--- config.mk ---
export PLATFORM = sky130hd
export DESIGN_NAME = pdm_power_manager
export DESIGN_NICKNAME = d
export VERILOG_FILES = /design/src/rtl/pdm_pkg.sv /design/src/rtl/pdm_power_manager.sv
export SDC_FILE = /design/constraint.sdc
export NUM_CORES = 1
export LEC_CHECK = 0
export BUFFER_PORTS_ARGS = -buffer_cell sky130_fd_sc_hd__buf_2
export CAP_MARGIN = 10
export CORE_MARGIN = 8
export CORE_UTILIZATION = 50
export DETAILED_ROUTE_END_ITERATION = 7
export HOLD_SLACK_MARGIN = 0.08
export PLACE_DENSITY = 0.8
export SLEW_MARGIN = 15
export SYNTH_ARGS = -nofsm -noshare
export SYNTH_HDL_FRONTEND = slang
export SYNTH_SLANG_ARGS = --single-unit
--- constraint.sdc ---
create_clock -name pclk -period 2.05 [get_ports pclk]
set_clock_uncertainty 0.2 [all_clocks]
set_input_delay 0.5125 -clock pclk [delete_from_list [all_inputs] [get_ports pclk]]
set_output_delay 0.5125 -clock pclk [all_outputs]
set_load 0.03 [all_outputs]
--- src/rtl/pdm_pkg.sv ---
// Purpose: constants and types for the always-on power domain mode manager
// Assumes: APB slave, 32-bit data, pclk at 50 MHz
// Notes:   register layout and field positions below
package pdm_pkg;

  // ----------------------------------------------------------------
  // register offsets
  // ----------------------------------------------------------------
  localparam logic [11:0] PDM_OFF_MODE   = 12'h000;
  localparam logic [11:0] PDM_OFF_IOCFG  = 12'h004;
  localparam logic [11:0] PDM_OFF_CMP    = 12'h008;
  localparam logic [11:0] PDM_OFF_DROOP  = 12'h00C;
  localparam logic [11:0] PDM_OFF_DRPEN  = 12'h010;
  localparam logic [11:0] PDM_OFF_STATUS = 12'h014;
  localparam logic [11:0] PDM_OFF_WLAN   = 12'h018;

  // ----------------------------------------------------------------
  // field positions and reset values
  // ----------------------------------------------------------------
  localparam int          PDM_NUM_IO      = 5;
  localparam int          PDM_IOCFG_OFF   = 5;
  localparam int          PDM_IOCFG_RUN   = 10;
  localparam logic [4:0]  PDM_RST_VSEL    = 5'h00;
  localparam logic [4:0]  PDM_RST_OFF     = 5'h00;
  localparam logic [4:0]  PDM_RST_RUN     = 5'h1F;
  localparam int          PDM_CMP_DIFF    = 0;
  localparam int          PDM_CMP_IRQEN   = 1;
  localparam int          PDM_CMP_WAKEEN  = 2;
  localparam int          PDM_CMP_REF     = 4;
  localparam int          PDM_CMP_ON      = 3;
  localparam int          PDM_ST_CMP      = 0;
  localparam int          PDM_ST_WAKE     = 1;
  localparam int          PDM_ST_MCU      = 4;
  localparam int          PDM_ST_WLAN     = 8;
  localparam int          PDM_ST_SYS      = 12;
  localparam logic [7:0]  PDM_RST_REF     = 8'h00;
  localparam logic [7:0]  PDM_RST_DROOP   = 8'h00;

  // ----------------------------------------------------------------
  // power mode field codes and states
  // ----------------------------------------------------------------
  localparam logic [1:0]  PDM_SEL_ACTIVE  = 2'h0;
  localparam logic [1:0]  PDM_SEL_STANDBY = 2'h1;
  localparam logic [1:0]  PDM_SEL_SLEEP   = 2'h2;
  localparam logic [1:0]  PDM_SEL_SHUTOFF = 2'h3;

  typedef enum logic [2:0] {
    MCU_ACTIVE_STATE     = 3'b000,
    MCU_IDLE_STATE       = 3'b001,
    MCU_STANDBY_STATE    = 3'b010,
    MCU_SLEEP_STATE      = 3'b011,
    MCU_DEEP_SLEEP_STATE = 3'b100,
    MCU_SHUTDOWN_STATE   = 3'b101
  } pdm_mcu_t;

  typedef enum logic [1:0] {
    WLAN_ACTIVE_STATE     = 2'b00,
    WLAN_DEEP_SLEEP_STATE = 2'b01,
    WLAN_SHUTDOWN_STATE   = 2'b10
  } pdm_wlan_t;

endpackage

--- src/rtl/pdm_power_manager.sv ---
// Purpose: always-on power manager: mode select, domain power, pads, comparator, droop reset
// Assumes: presetn is the always-on reset, never driven by the droop reset
// Notes:   system mode code is mcu state times four plus wlan state
module pdm_power_manager
(
  input  wire logic                          pclk,
  input  wire logic                          presetn,
  input  wire logic                          psel,
  input  wire logic                          penable,
  input  wire logic                          pwrite,
  input  wire logic [11:0]                   paddr,
  input  wire logic [31:0]                   pwdata,
  output logic [31:0]                        prdata,
  output logic                               pready,
  output logic                               pslverr,
  input  wire logic                          cpu_wfi,
  input  wire logic                          cpu_deep_sleep,
  input  wire logic                          wake_event,
  input  wire logic                          cmp_raw_out,
  input  wire logic                          droop_raw,
  input  wire logic [pdm_pkg::PDM_NUM_IO-1:0] pad_oe_in,
  output logic [pdm_pkg::PDM_NUM_IO-1:0]     pad_oe_out,
  output logic [pdm_pkg::PDM_NUM_IO-1:0]     pad_domain_off,
  output logic [pdm_pkg::PDM_NUM_IO-1:0]     pad_low_voltage_sel,
  output logic [pdm_pkg::PDM_NUM_IO-1:0]     pad_regulator_run,
  output logic                               mem_domain_on,
  output logic                               core_domain_on,
  output logic                               wlan_domain_on,
  output logic                               always_on_domain_on,
  output logic                               cmp_diff_mode,
  output logic [7:0]                         cmp_ref_sel,
  output logic                               cmp_enable,
  output logic                               cmp_irq,
  output logic                               wake_req,
  output logic [7:0]                         droop_setup,
  output logic                               core_reset_n
);
  import pdm_pkg::*;

  // ----------------------------------------------------------------
  // state
  // ----------------------------------------------------------------
  typedef struct packed {
    logic [1:0]  mode_sel;
    pdm_mcu_t    mcu;
    pdm_wlan_t   wlan;
    logic        full_shutdown;
    logic [4:0]  vsel;
    logic [4:0]  off;
    logic [4:0]  run;
    logic [11:0] cmp_ctrl;
    logic [7:0]  droop;
    logic        droop_rst_en;
    logic        cmp_flag;
    logic        wake_flag;
    logic [2:0]  cmp_sync;
    logic        cmp_level;
    logic [2:0]  droop_sync;
    logic        droop_level;
    logic [2:0]  wake_sync;
    logic        wake_level;
    logic        wake_prev;
    logic        cmp_prev;
    logic [31:0] rdata;
  } pdm_state_t;

  pdm_state_t s_q;
  pdm_state_t s_d;

  logic access;
  logic wr;
  logic cmp_rise;
  logic wake_rise;

  assign access = psel & penable;
  assign wr     = access & pwrite;

  // system mode code: mcu state in upper bits, wlan state below
  function automatic logic [4:0] sys_mode(input pdm_mcu_t m, input pdm_wlan_t w);
    sys_mode = {m, w};
  endfunction

  // ----------------------------------------------------------------
  // next-state logic
  // ----------------------------------------------------------------
  always_comb
  begin
    s_d = s_q;
    // three-stage synchronisers on asynchronous inputs
    s_d.cmp_sync   = {s_q.cmp_sync[1:0], cmp_raw_out};
    s_d.droop_sync = {s_q.droop_sync[1:0], droop_raw};
    s_d.wake_sync  = {s_q.wake_sync[1:0], wake_event};
    if (s_q.cmp_sync[1] == s_q.cmp_sync[2])
    begin
      s_d.cmp_level = s_q.cmp_sync[2];
    end
    if (s_q.droop_sync[1] == s_q.droop_sync[2])
    begin
      s_d.droop_level = s_q.droop_sync[2];
    end
    if (s_q.wake_sync[1] == s_q.wake_sync[2])
    begin
      s_d.wake_level = s_q.wake_sync[2];
    end
    s_d.cmp_prev  = s_q.cmp_level;
    s_d.wake_prev = s_q.wake_level;

    // comparator event latches when enabled; set wins over clear
    if (wr && paddr == PDM_OFF_STATUS)
    begin
      if (pwdata[PDM_ST_CMP])
      begin
        s_d.cmp_flag = 1'b0;
      end
      if (pwdata[PDM_ST_WAKE])
      begin
        s_d.wake_flag = 1'b0;
      end
    end
    if (cmp_rise && s_q.cmp_ctrl[PDM_CMP_ON])
    begin
      s_d.cmp_flag = 1'b1;
    end
    if ((cmp_rise && s_q.cmp_ctrl[PDM_CMP_ON] && s_q.cmp_ctrl[PDM_CMP_WAKEEN]) || wake_rise)
    begin
      s_d.wake_flag = 1'b1;
    end

    // register writes
    if (wr)
    begin
      if (paddr == PDM_OFF_MODE)
      begin
        s_d.mode_sel = pwdata[1:0];
      end
      else if (paddr == PDM_OFF_IOCFG)
      begin
        s_d.vsel = pwdata[4:0];
        s_d.off  = pwdata[PDM_IOCFG_OFF +: PDM_NUM_IO];
        s_d.run  = pwdata[PDM_IOCFG_RUN +: PDM_NUM_IO];
      end
      else if (paddr == PDM_OFF_CMP)
      begin
        s_d.cmp_ctrl = pwdata[11:0];
      end
      else if (paddr == PDM_OFF_DROOP)
      begin
        s_d.droop = pwdata[7:0];
      end
      else if (paddr == PDM_OFF_DRPEN)
      begin
        s_d.droop_rst_en = pwdata[0];
      end
      else if (paddr == PDM_OFF_WLAN)
      begin
        if (pwdata[1:0] <= 2'h2)
        begin
          s_d.wlan = pdm_wlan_t'(pwdata[1:0]);
        end
        s_d.full_shutdown = pwdata[4];
      end
    end

    // mcu state machine
    case (s_q.mcu)
      MCU_ACTIVE_STATE:
      begin
        if (cpu_wfi && !cpu_deep_sleep)
        begin
          s_d.mcu = MCU_IDLE_STATE;
        end
        else if (cpu_wfi && cpu_deep_sleep)
        begin
          if (s_q.mode_sel == PDM_SEL_STANDBY)
          begin
            s_d.mcu = MCU_STANDBY_STATE;
          end
          else if (s_q.mode_sel == PDM_SEL_SLEEP)
          begin
            s_d.mcu = MCU_SLEEP_STATE;
          end
          else if (s_q.mode_sel == PDM_SEL_SHUTOFF)
          begin
            s_d.mcu = s_q.full_shutdown && s_q.wlan == WLAN_SHUTDOWN_STATE
                      ? MCU_SHUTDOWN_STATE : MCU_DEEP_SLEEP_STATE;
          end
        end
      end
      MCU_IDLE_STATE:
      begin
        if (!cpu_wfi || s_q.wake_flag)
        begin
          s_d.mcu = MCU_ACTIVE_STATE;
        end
      end
      default:
      begin
        // wake-up from low-power states
        if (s_q.wake_flag)
        begin
          s_d.mcu = MCU_ACTIVE_STATE;
        end
      end
    endcase

    // read data
    s_d.rdata = 32'h0000_0000;
    if (psel && !penable && !pwrite)
    begin
      if (paddr == PDM_OFF_MODE)
      begin
        s_d.rdata = {30'h0, s_q.mode_sel};
      end
      else if (paddr == PDM_OFF_IOCFG)
      begin
        s_d.rdata = {17'h0, s_q.run, s_q.off, s_q.vsel};
      end
      else if (paddr == PDM_OFF_CMP)
      begin
        s_d.rdata = {20'h0, s_q.cmp_ctrl};
      end
      else if (paddr == PDM_OFF_DROOP)
      begin
        s_d.rdata = {24'h0, s_q.droop};
      end
      else if (paddr == PDM_OFF_DRPEN)
      begin
        s_d.rdata = {31'h0, s_q.droop_rst_en};
      end
      else if (paddr == PDM_OFF_STATUS)
      begin
        s_d.rdata = {15'h0, sys_mode(s_q.mcu, s_q.wlan), 2'h0, s_q.wlan,
                     1'b0, s_q.mcu, 1'b0, s_q.cmp_level, s_q.wake_flag, s_q.cmp_flag};
      end
      else if (paddr == PDM_OFF_WLAN)
      begin
        s_d.rdata = {27'h0, s_q.full_shutdown, 2'h0, s_q.wlan};
      end
    end
  end

  assign cmp_rise  = s_q.cmp_level & ~s_q.cmp_prev;
  assign wake_rise = s_q.wake_level & ~s_q.wake_prev;

  // ----------------------------------------------------------------
  // state register, reset only by the always-on reset
  // ----------------------------------------------------------------
  always_ff @(posedge pclk or negedge presetn)
  begin
    if (!presetn)
    begin
      s_q      <= '0;
      s_q.mode_sel <= PDM_SEL_ACTIVE;
      s_q.mcu  <= MCU_ACTIVE_STATE;
      s_q.wlan <= WLAN_ACTIVE_STATE;
      s_q.vsel <= PDM_RST_VSEL;
      s_q.off  <= PDM_RST_OFF;
      s_q.run  <= PDM_RST_RUN;
      s_q.cmp_ctrl <= '0;
      s_q.droop <= PDM_RST_DROOP;
      s_q.droop_rst_en <= 1'b0;
    end
    else
    begin
      s_q <= s_d;
    end
  end

  // ----------------------------------------------------------------
  // outputs
  // ----------------------------------------------------------------
  assign prdata  = s_q.rdata;
  assign pready  = 1'b1;
  assign pslverr = 1'b0;
  // pads of an off domain are tri-stated
  assign pad_oe_out          = pad_oe_in & ~s_q.off;
  assign pad_domain_off      = s_q.off;
  assign pad_low_voltage_sel = s_q.vsel;
  assign pad_regulator_run   = s_q.run;
  // domain power per mcu state, wlan domain power per wlan state
  assign mem_domain_on  = s_q.mcu <= MCU_SLEEP_STATE;
  assign core_domain_on = s_q.mcu <= MCU_STANDBY_STATE;
  assign wlan_domain_on = s_q.wlan == WLAN_ACTIVE_STATE;
  assign always_on_domain_on = 1'b1;
  // comparator configuration
  assign cmp_diff_mode = s_q.cmp_ctrl[PDM_CMP_DIFF];
  assign cmp_ref_sel   = s_q.cmp_ctrl[PDM_CMP_REF +: 8];
  assign cmp_enable    = s_q.cmp_ctrl[PDM_CMP_ON];
  assign cmp_irq       = s_q.cmp_flag & s_q.cmp_ctrl[PDM_CMP_IRQEN];
  assign wake_req      = s_q.wake_flag;
  assign droop_setup   = s_q.droop;
  // droop reset only hits core side, gated by enable
  assign core_reset_n  = ~(s_q.droop_level & s_q.droop_rst_en);

  // ----------------------------------------------------------------
  // assertions
  // ----------------------------------------------------------------
  property p_core_off;
    @(posedge pclk) disable iff (!presetn)
      s_q.mcu >= MCU_SLEEP_STATE |-> !core_domain_on;
  endproperty
  a_core_off: assert property (p_core_off) else $error("core on in sleep");

  property p_mem_off;
    @(posedge pclk) disable iff (!presetn)
      s_q.mcu >= MCU_DEEP_SLEEP_STATE |-> !mem_domain_on;
  endproperty
  a_mem_off: assert property (p_mem_off) else $error("memory on in deep");

  property p_tristate;
    @(posedge pclk) disable iff (!presetn)
      (pad_domain_off & pad_oe_out) == 5'h00;
  endproperty
  a_tristate: assert property (p_tristate) else $error("off pad driven");

  property p_standby;
    @(posedge pclk) disable iff (!presetn)
      s_q.mcu == MCU_ACTIVE_STATE && cpu_wfi && cpu_deep_sleep
      && s_q.mode_sel == PDM_SEL_STANDBY |=> s_q.mcu == MCU_STANDBY_STATE;
  endproperty
  a_standby: assert property (p_standby) else $error("standby missed");

  property p_sleep;
    @(posedge pclk) disable iff (!presetn)
      s_q.mcu == MCU_ACTIVE_STATE && cpu_wfi && cpu_deep_sleep
      && s_q.mode_sel == PDM_SEL_SLEEP |=> s_q.mcu == MCU_SLEEP_STATE;
  endproperty
  a_sleep: assert property (p_sleep) else $error("sleep missed");

  property p_shutoff;
    @(posedge pclk) disable iff (!presetn)
      s_q.mcu == MCU_ACTIVE_STATE && cpu_wfi && cpu_deep_sleep
      && s_q.mode_sel == PDM_SEL_SHUTOFF |=> s_q.mcu >= MCU_DEEP_SLEEP_STATE;
  endproperty
  a_shutoff: assert property (p_shutoff) else $error("shut-off missed");

  property p_droop_gate;
    @(posedge pclk) disable iff (!presetn)
      !s_q.droop_rst_en |-> core_reset_n;
  endproperty
  a_droop_gate: assert property (p_droop_gate) else $error("droop reset while off");

  property p_irq;
    @(posedge pclk) disable iff (!presetn)
      $rose(s_q.cmp_flag) |-> $past(s_q.cmp_ctrl[PDM_CMP_ON]);
  endproperty
  a_irq: assert property (p_irq) else $error("comparator event while off");

  property p_wake;
    @(posedge pclk) disable iff (!presetn)
      s_q.mcu >= MCU_STANDBY_STATE && s_q.wake_flag |=> s_q.mcu == MCU_ACTIVE_STATE;
  endproperty
  a_wake: assert property (p_wake) else $error("wake-up missed");

  c_standby: cover property (@(posedge pclk) s_q.mcu == MCU_STANDBY_STATE);
  c_sleep:   cover property (@(posedge pclk) s_q.mcu == MCU_SLEEP_STATE);
  c_irq:     cover property (@(posedge pclk) cmp_irq);
  c_droop:   cover property (@(posedge pclk) !core_reset_n);

endmodule

; ---- Yosys cells after proc, flatten, opt, wreduce, memory -nomap -nowiden
; Index checks and enable logic that the tools add are counted.
[op_classes]
n_mul = 0
bitwise = 16
n_eq_ne = 17
n_reduce_logical = 32
n_lt_le_gt_ge = 3
n_div = 0
n_mux = 22
n_shift = 0
n_addsub = 0
[ops]
columns = operator, n
row1 = $mux W17, 7
row2 = $eq A12 B5 Y1 const B, 3
row3 = $eq A12 B4 Y1 const B, 2
row4 = $mux W3, 7
row5 = $eq A12 B3 Y1 const B, 1
row6 = $logic_not A12 Y1, 1
row7 = $logic_and A1 B1 Y1, 8
row8 = $not A1 Y1, 8
row9 = $reduce_and A4 Y1, 2
row10 = $reduce_and A8 Y1, 1
row11 = $reduce_bool A2 Y1, 4
row12 = $reduce_and A7 Y1, 1
row13 = $and A1 B1 Y1, 6
row14 = $eq A2 B2 Y1 const B, 3
row15 = $le A3 B2 Y1 const B, 2
row16 = $pmux W3 S2, 1
row17 = $reduce_and A2 Y1, 3
row18 = $reduce_and A6 Y1, 1
row19 = $and A5 B5 Y5, 1
row20 = $mux W1, 5
row21 = $mux W5, 1
row22 = $ne A5 B5 Y1 const B, 1
row23 = $not A5 Y5, 1
row24 = $reduce_and A5 Y1, 1
row25 = 13 further kinds, 19
[word_totals]
in_bits = 59
elab_cells = 111
memories = 0
mem_bits_rw = 0
romBits = 0
output_inout_bits = 79
reg_bits = 92
latchBits = 0

; ---- Longest topological paths before layout
[depth]
ltp_word = 9
depth_mapped = 6
mapped_depth_nobuf = 5

; ---- Worst setup path before layout
; Ideal clock, no wire load.
[synth_path]
path_kind = input port to flip-flop
from = input paddr[9]
to = register s_q, in the netlist pad_domain_off[1]
path_slack_ps = -133
arrival_ps = 1858
cell_stages = 5
required_ps = 1725
setup_ps = 125
n_path_buf = 1
cell_sequence = nor4_4 -> nand3_2 -> nor3_4 -> buf_6 -> mux2_2
[synth_via]
elab_chain_len = 3
elab_cells_between_ends = 4
cone_classes = eq/ne (1) / bitwise (1) / reduce/logical (2)
[synth_rtl]
columns = element, line_no
row1 = from (decl), pdm_power_manager.sv:11  ; input wire logic [11:0] paddr,
row2 = $logic_not A12 Y1, pdm_power_manager.sv:132  ; if (paddr == PDM_OFF_MODE)
row3 = $not A1 Y1 (no line), --
row4 = $reduce_and A3 Y1 (no line) (*), --
row5 = to (decl), pdm_power_manager.sv:67  ; pdm_state_t s_q;
; Every way passes the cells marked *; elsewhere a longest branch is shown, timed or not.
; A chain may end at the register's enable or synchronous reset.

==> flow_summary.json <==
{
  "status": "finished clean",
  "yosys-top-cells-area": "dfrtp_1 (45%), buf_4 (13%), mux2_2 (10%), dfstp_2 (3.3%), a21oi_1 (1.7%)",
  "dr.pass1.iters": 5,
  "maxSlewViolCount": 0,
  "die_area_um2": 11100,
  "synth_common_cells": "dfrtp_1 (72), buf_4 (69), mux2_2 (36)",
  "drtIter0Drc": 212,
  "design_area_um2": 4770,
  "antenna_found_initial": 0,
  "tritoncts": "done",
  "vias": 3049,
  "post_cts_buffers": 0,
  "syn_area_um2": 4010,
  "rsz0062_at_grt": "no",
  "yosys_warnings": 0,
  "worst-path-buf-inv": 2,
  "period_share_pct": 98.5,
  "crit_fanout": 4,
  "max_stage_delay_ns": 0.62,
  "syn_inst": 356,
  "cp.required_ns": 2.15,
  "clock_latency_ns": 0.35,
  "period_minus_slack_ns": 2.02,
  "setup_tns_ns": 0,
  "ant_nets": 0,
  "pwr_density_cell_nw_per_um2": 638,
  "initial_utilization_pct": 51.6,
  "layout-drive-gt1-share_pct": 47.7,
  "place_hpwl_um": 8010,
  "setup_viol": 0,
  "finalPower_mw": 3.04,
  "drc_errors": 0,
  "place_area_um2": 4540,
  "layout.nets": 518,
  "path_cells": "buf_2 -> or4_4 -> nor2_4 -> nand4_1 -> a2111oi_2 -> buf_4",
  "synthFlopType": "dfrtp_1",
  "antenna_cells": 0,
  "wl_um": 10200,
  "cp-end-kind": "register",
  "pre_cts_slack_ns": -0.470,
  "crit_family": "simple AND/OR/NAND/NOR gates",
  "ys_types": 56,
  "layout.cells.non_filler": 563,
  "crit_type": "in -> reg",
  "dp_cells": 543,
  "avgSynthCellArea_um2": 11.3,
  "grt_pass1_wl_um": 16300,
  "crit_slowest_cell": "or4_4",
  "synth_edf_count": 0,
  "rows": 32,
  "post_drt_wl_per_cell_um": 18.1,
  "cts_buffer_depth": 2,
  "clk_pin_slew_ns": 0.08,
  "synthArstFlopShare_pct": 100,
  "track_usage_pct": 18.4,
  "ioPinCount": 138,
  "cts_root_buf": "clkbuf_8",
  "postLayoutSetupSlackWorst_ns": 0.0297,
  "cts_buffers": 9,
  "power_leakage_nw": 2.43,
  "areaGrowthSynthToFinish_pct": 19.0,
  "crit_arrival_ns": 2.12,
  "hold_viol_final": 0,
  "viasPerCell": 5.42,
  "holdWs_ns": 0.152,
  "grt_overflow_total": 0,
  "placeableCoreArea_um2": 7770,
  "gp_congestion": 0.954,
  "synth_top_area_share_pct": 44.9,
  "first_global_vias": 3187,
  "max_freq_mhz": 495,
  "io_buffers": 102,
  "seq_area_frac_synth_pct": 48.2,
  "die_h_um": 106,
  "clock_sinks": 77,
  "ys_seq_elements": 77,
  "synth_largest_area_cell": "dfrtp_1",
  "maxCapViolCount": 0,
  "htree_levels": 3,
  "hp-class": "reg -> reg",
  "die_width_um": 106,
  "fin_util_pct": 61.4,
  "start_kind": "primary input",
  "grt_max_degree": 33,
  "synth_most_common_cell": "dfrtp_1",
  "ir_drop_v": 0.000573
}
placed cells by master, fill, tap and decap left out, drive strengths merged, types with 5 or more instances in the layout:
cell type	instances
nand3	7
nor2b	8
dfstp	5
dfrtp	72
mux2	38
a21oi	14
nand2	14
o2111ai	5
nor2	15
conb	18
clkbuf	9
nand4	6
inv	15
a31oi	5
nor4	8
nand2b	6
o21ai	7
buf	145
nor3	10
cells by family (layout without fill, tap and decap cells):
group / count (synthesis) / in the layout / synth area share, %
buffers and inverters: 90 / 179 / 15.3
AOI/OAI and AO/OA: 53 / 53 / 9.27
DFF: 77 / 77 / 48.2
and+or+nand+nor: 88 / 88 / 14.2
adders and majority gates: 6 / 6 / 1.69
other: 2 / 18 / 0.187
muxes: 40 / 40 / 11.2
per-layer routing:
metal  global-route usage, %  wire length (um)
met5                       0                 0
met4                    9.05               265
met3                    5.24               883
met2                    29.3              4900
met1                    22.4              4120
state kept, by name, summed over array words and instances (netlist names):
signal / flops
cmp_diff_mode: 1
wake_req: 1
pad_domain_off: 5
cmp_ref_sel: 8
s_d: 8
droop_setup: 8
cmp_enable: 1
pad_regulator_run: 5
prdata: 17
pad_low_voltage_sel: 5
s_q: 18
what timing repair did:
action	4_1_cts	5_1_grt
setup endpoints to repair	1	1
hold endpoints to repair	19	0
resized for setup	2	1
hold buffers	4	0
power breakdown:
part           internal [mW]  switching (mW)
combinational          0.148           0.284
sequential              1.55          0.0281
clock                  0.443           0.589
worst register-to-register path: cells and delay by family, from the launching register on:
family                   cells  cell delay [ns]
AO/OA/AOI/OAI                2             0.55
multiplexers                 1             0.29
buffers and inverters        1             0.08
adder cells (fa/ha/maj)      1             0.23
flip-flops                   1             0.43
area by class of cell:
cell class | count | area [um2]
clock buffers | 9 | 124
clock inverters | 7 | 50.0
well taps | 102 | 128
inverters | 14 | 52.6
fillers | 670 | 3000
flip-flops and latches | 77 | 1930
repair buffers | 149 | 913
multi-input cells | 205 | 1570
path summary, 6_finish.rpt:
path,from,to,slack (ns),cells past startpoint
max in group asynchronous,presetn,pad_regulator_run[4],0.77,3
worst max register to register,s_q[90],s_q[88],0.16,5
min in group asynchronous,presetn,cmp_ref_sel[5],0.36,2
worst min register to register,s_d[36],s_d[37],0.15,0
worst max-delay path,paddr[9],prdata[4],0.03,6
worst min-delay path,s_d[36],s_d[37],0.15,0
(Power assumes the default switching activity.)
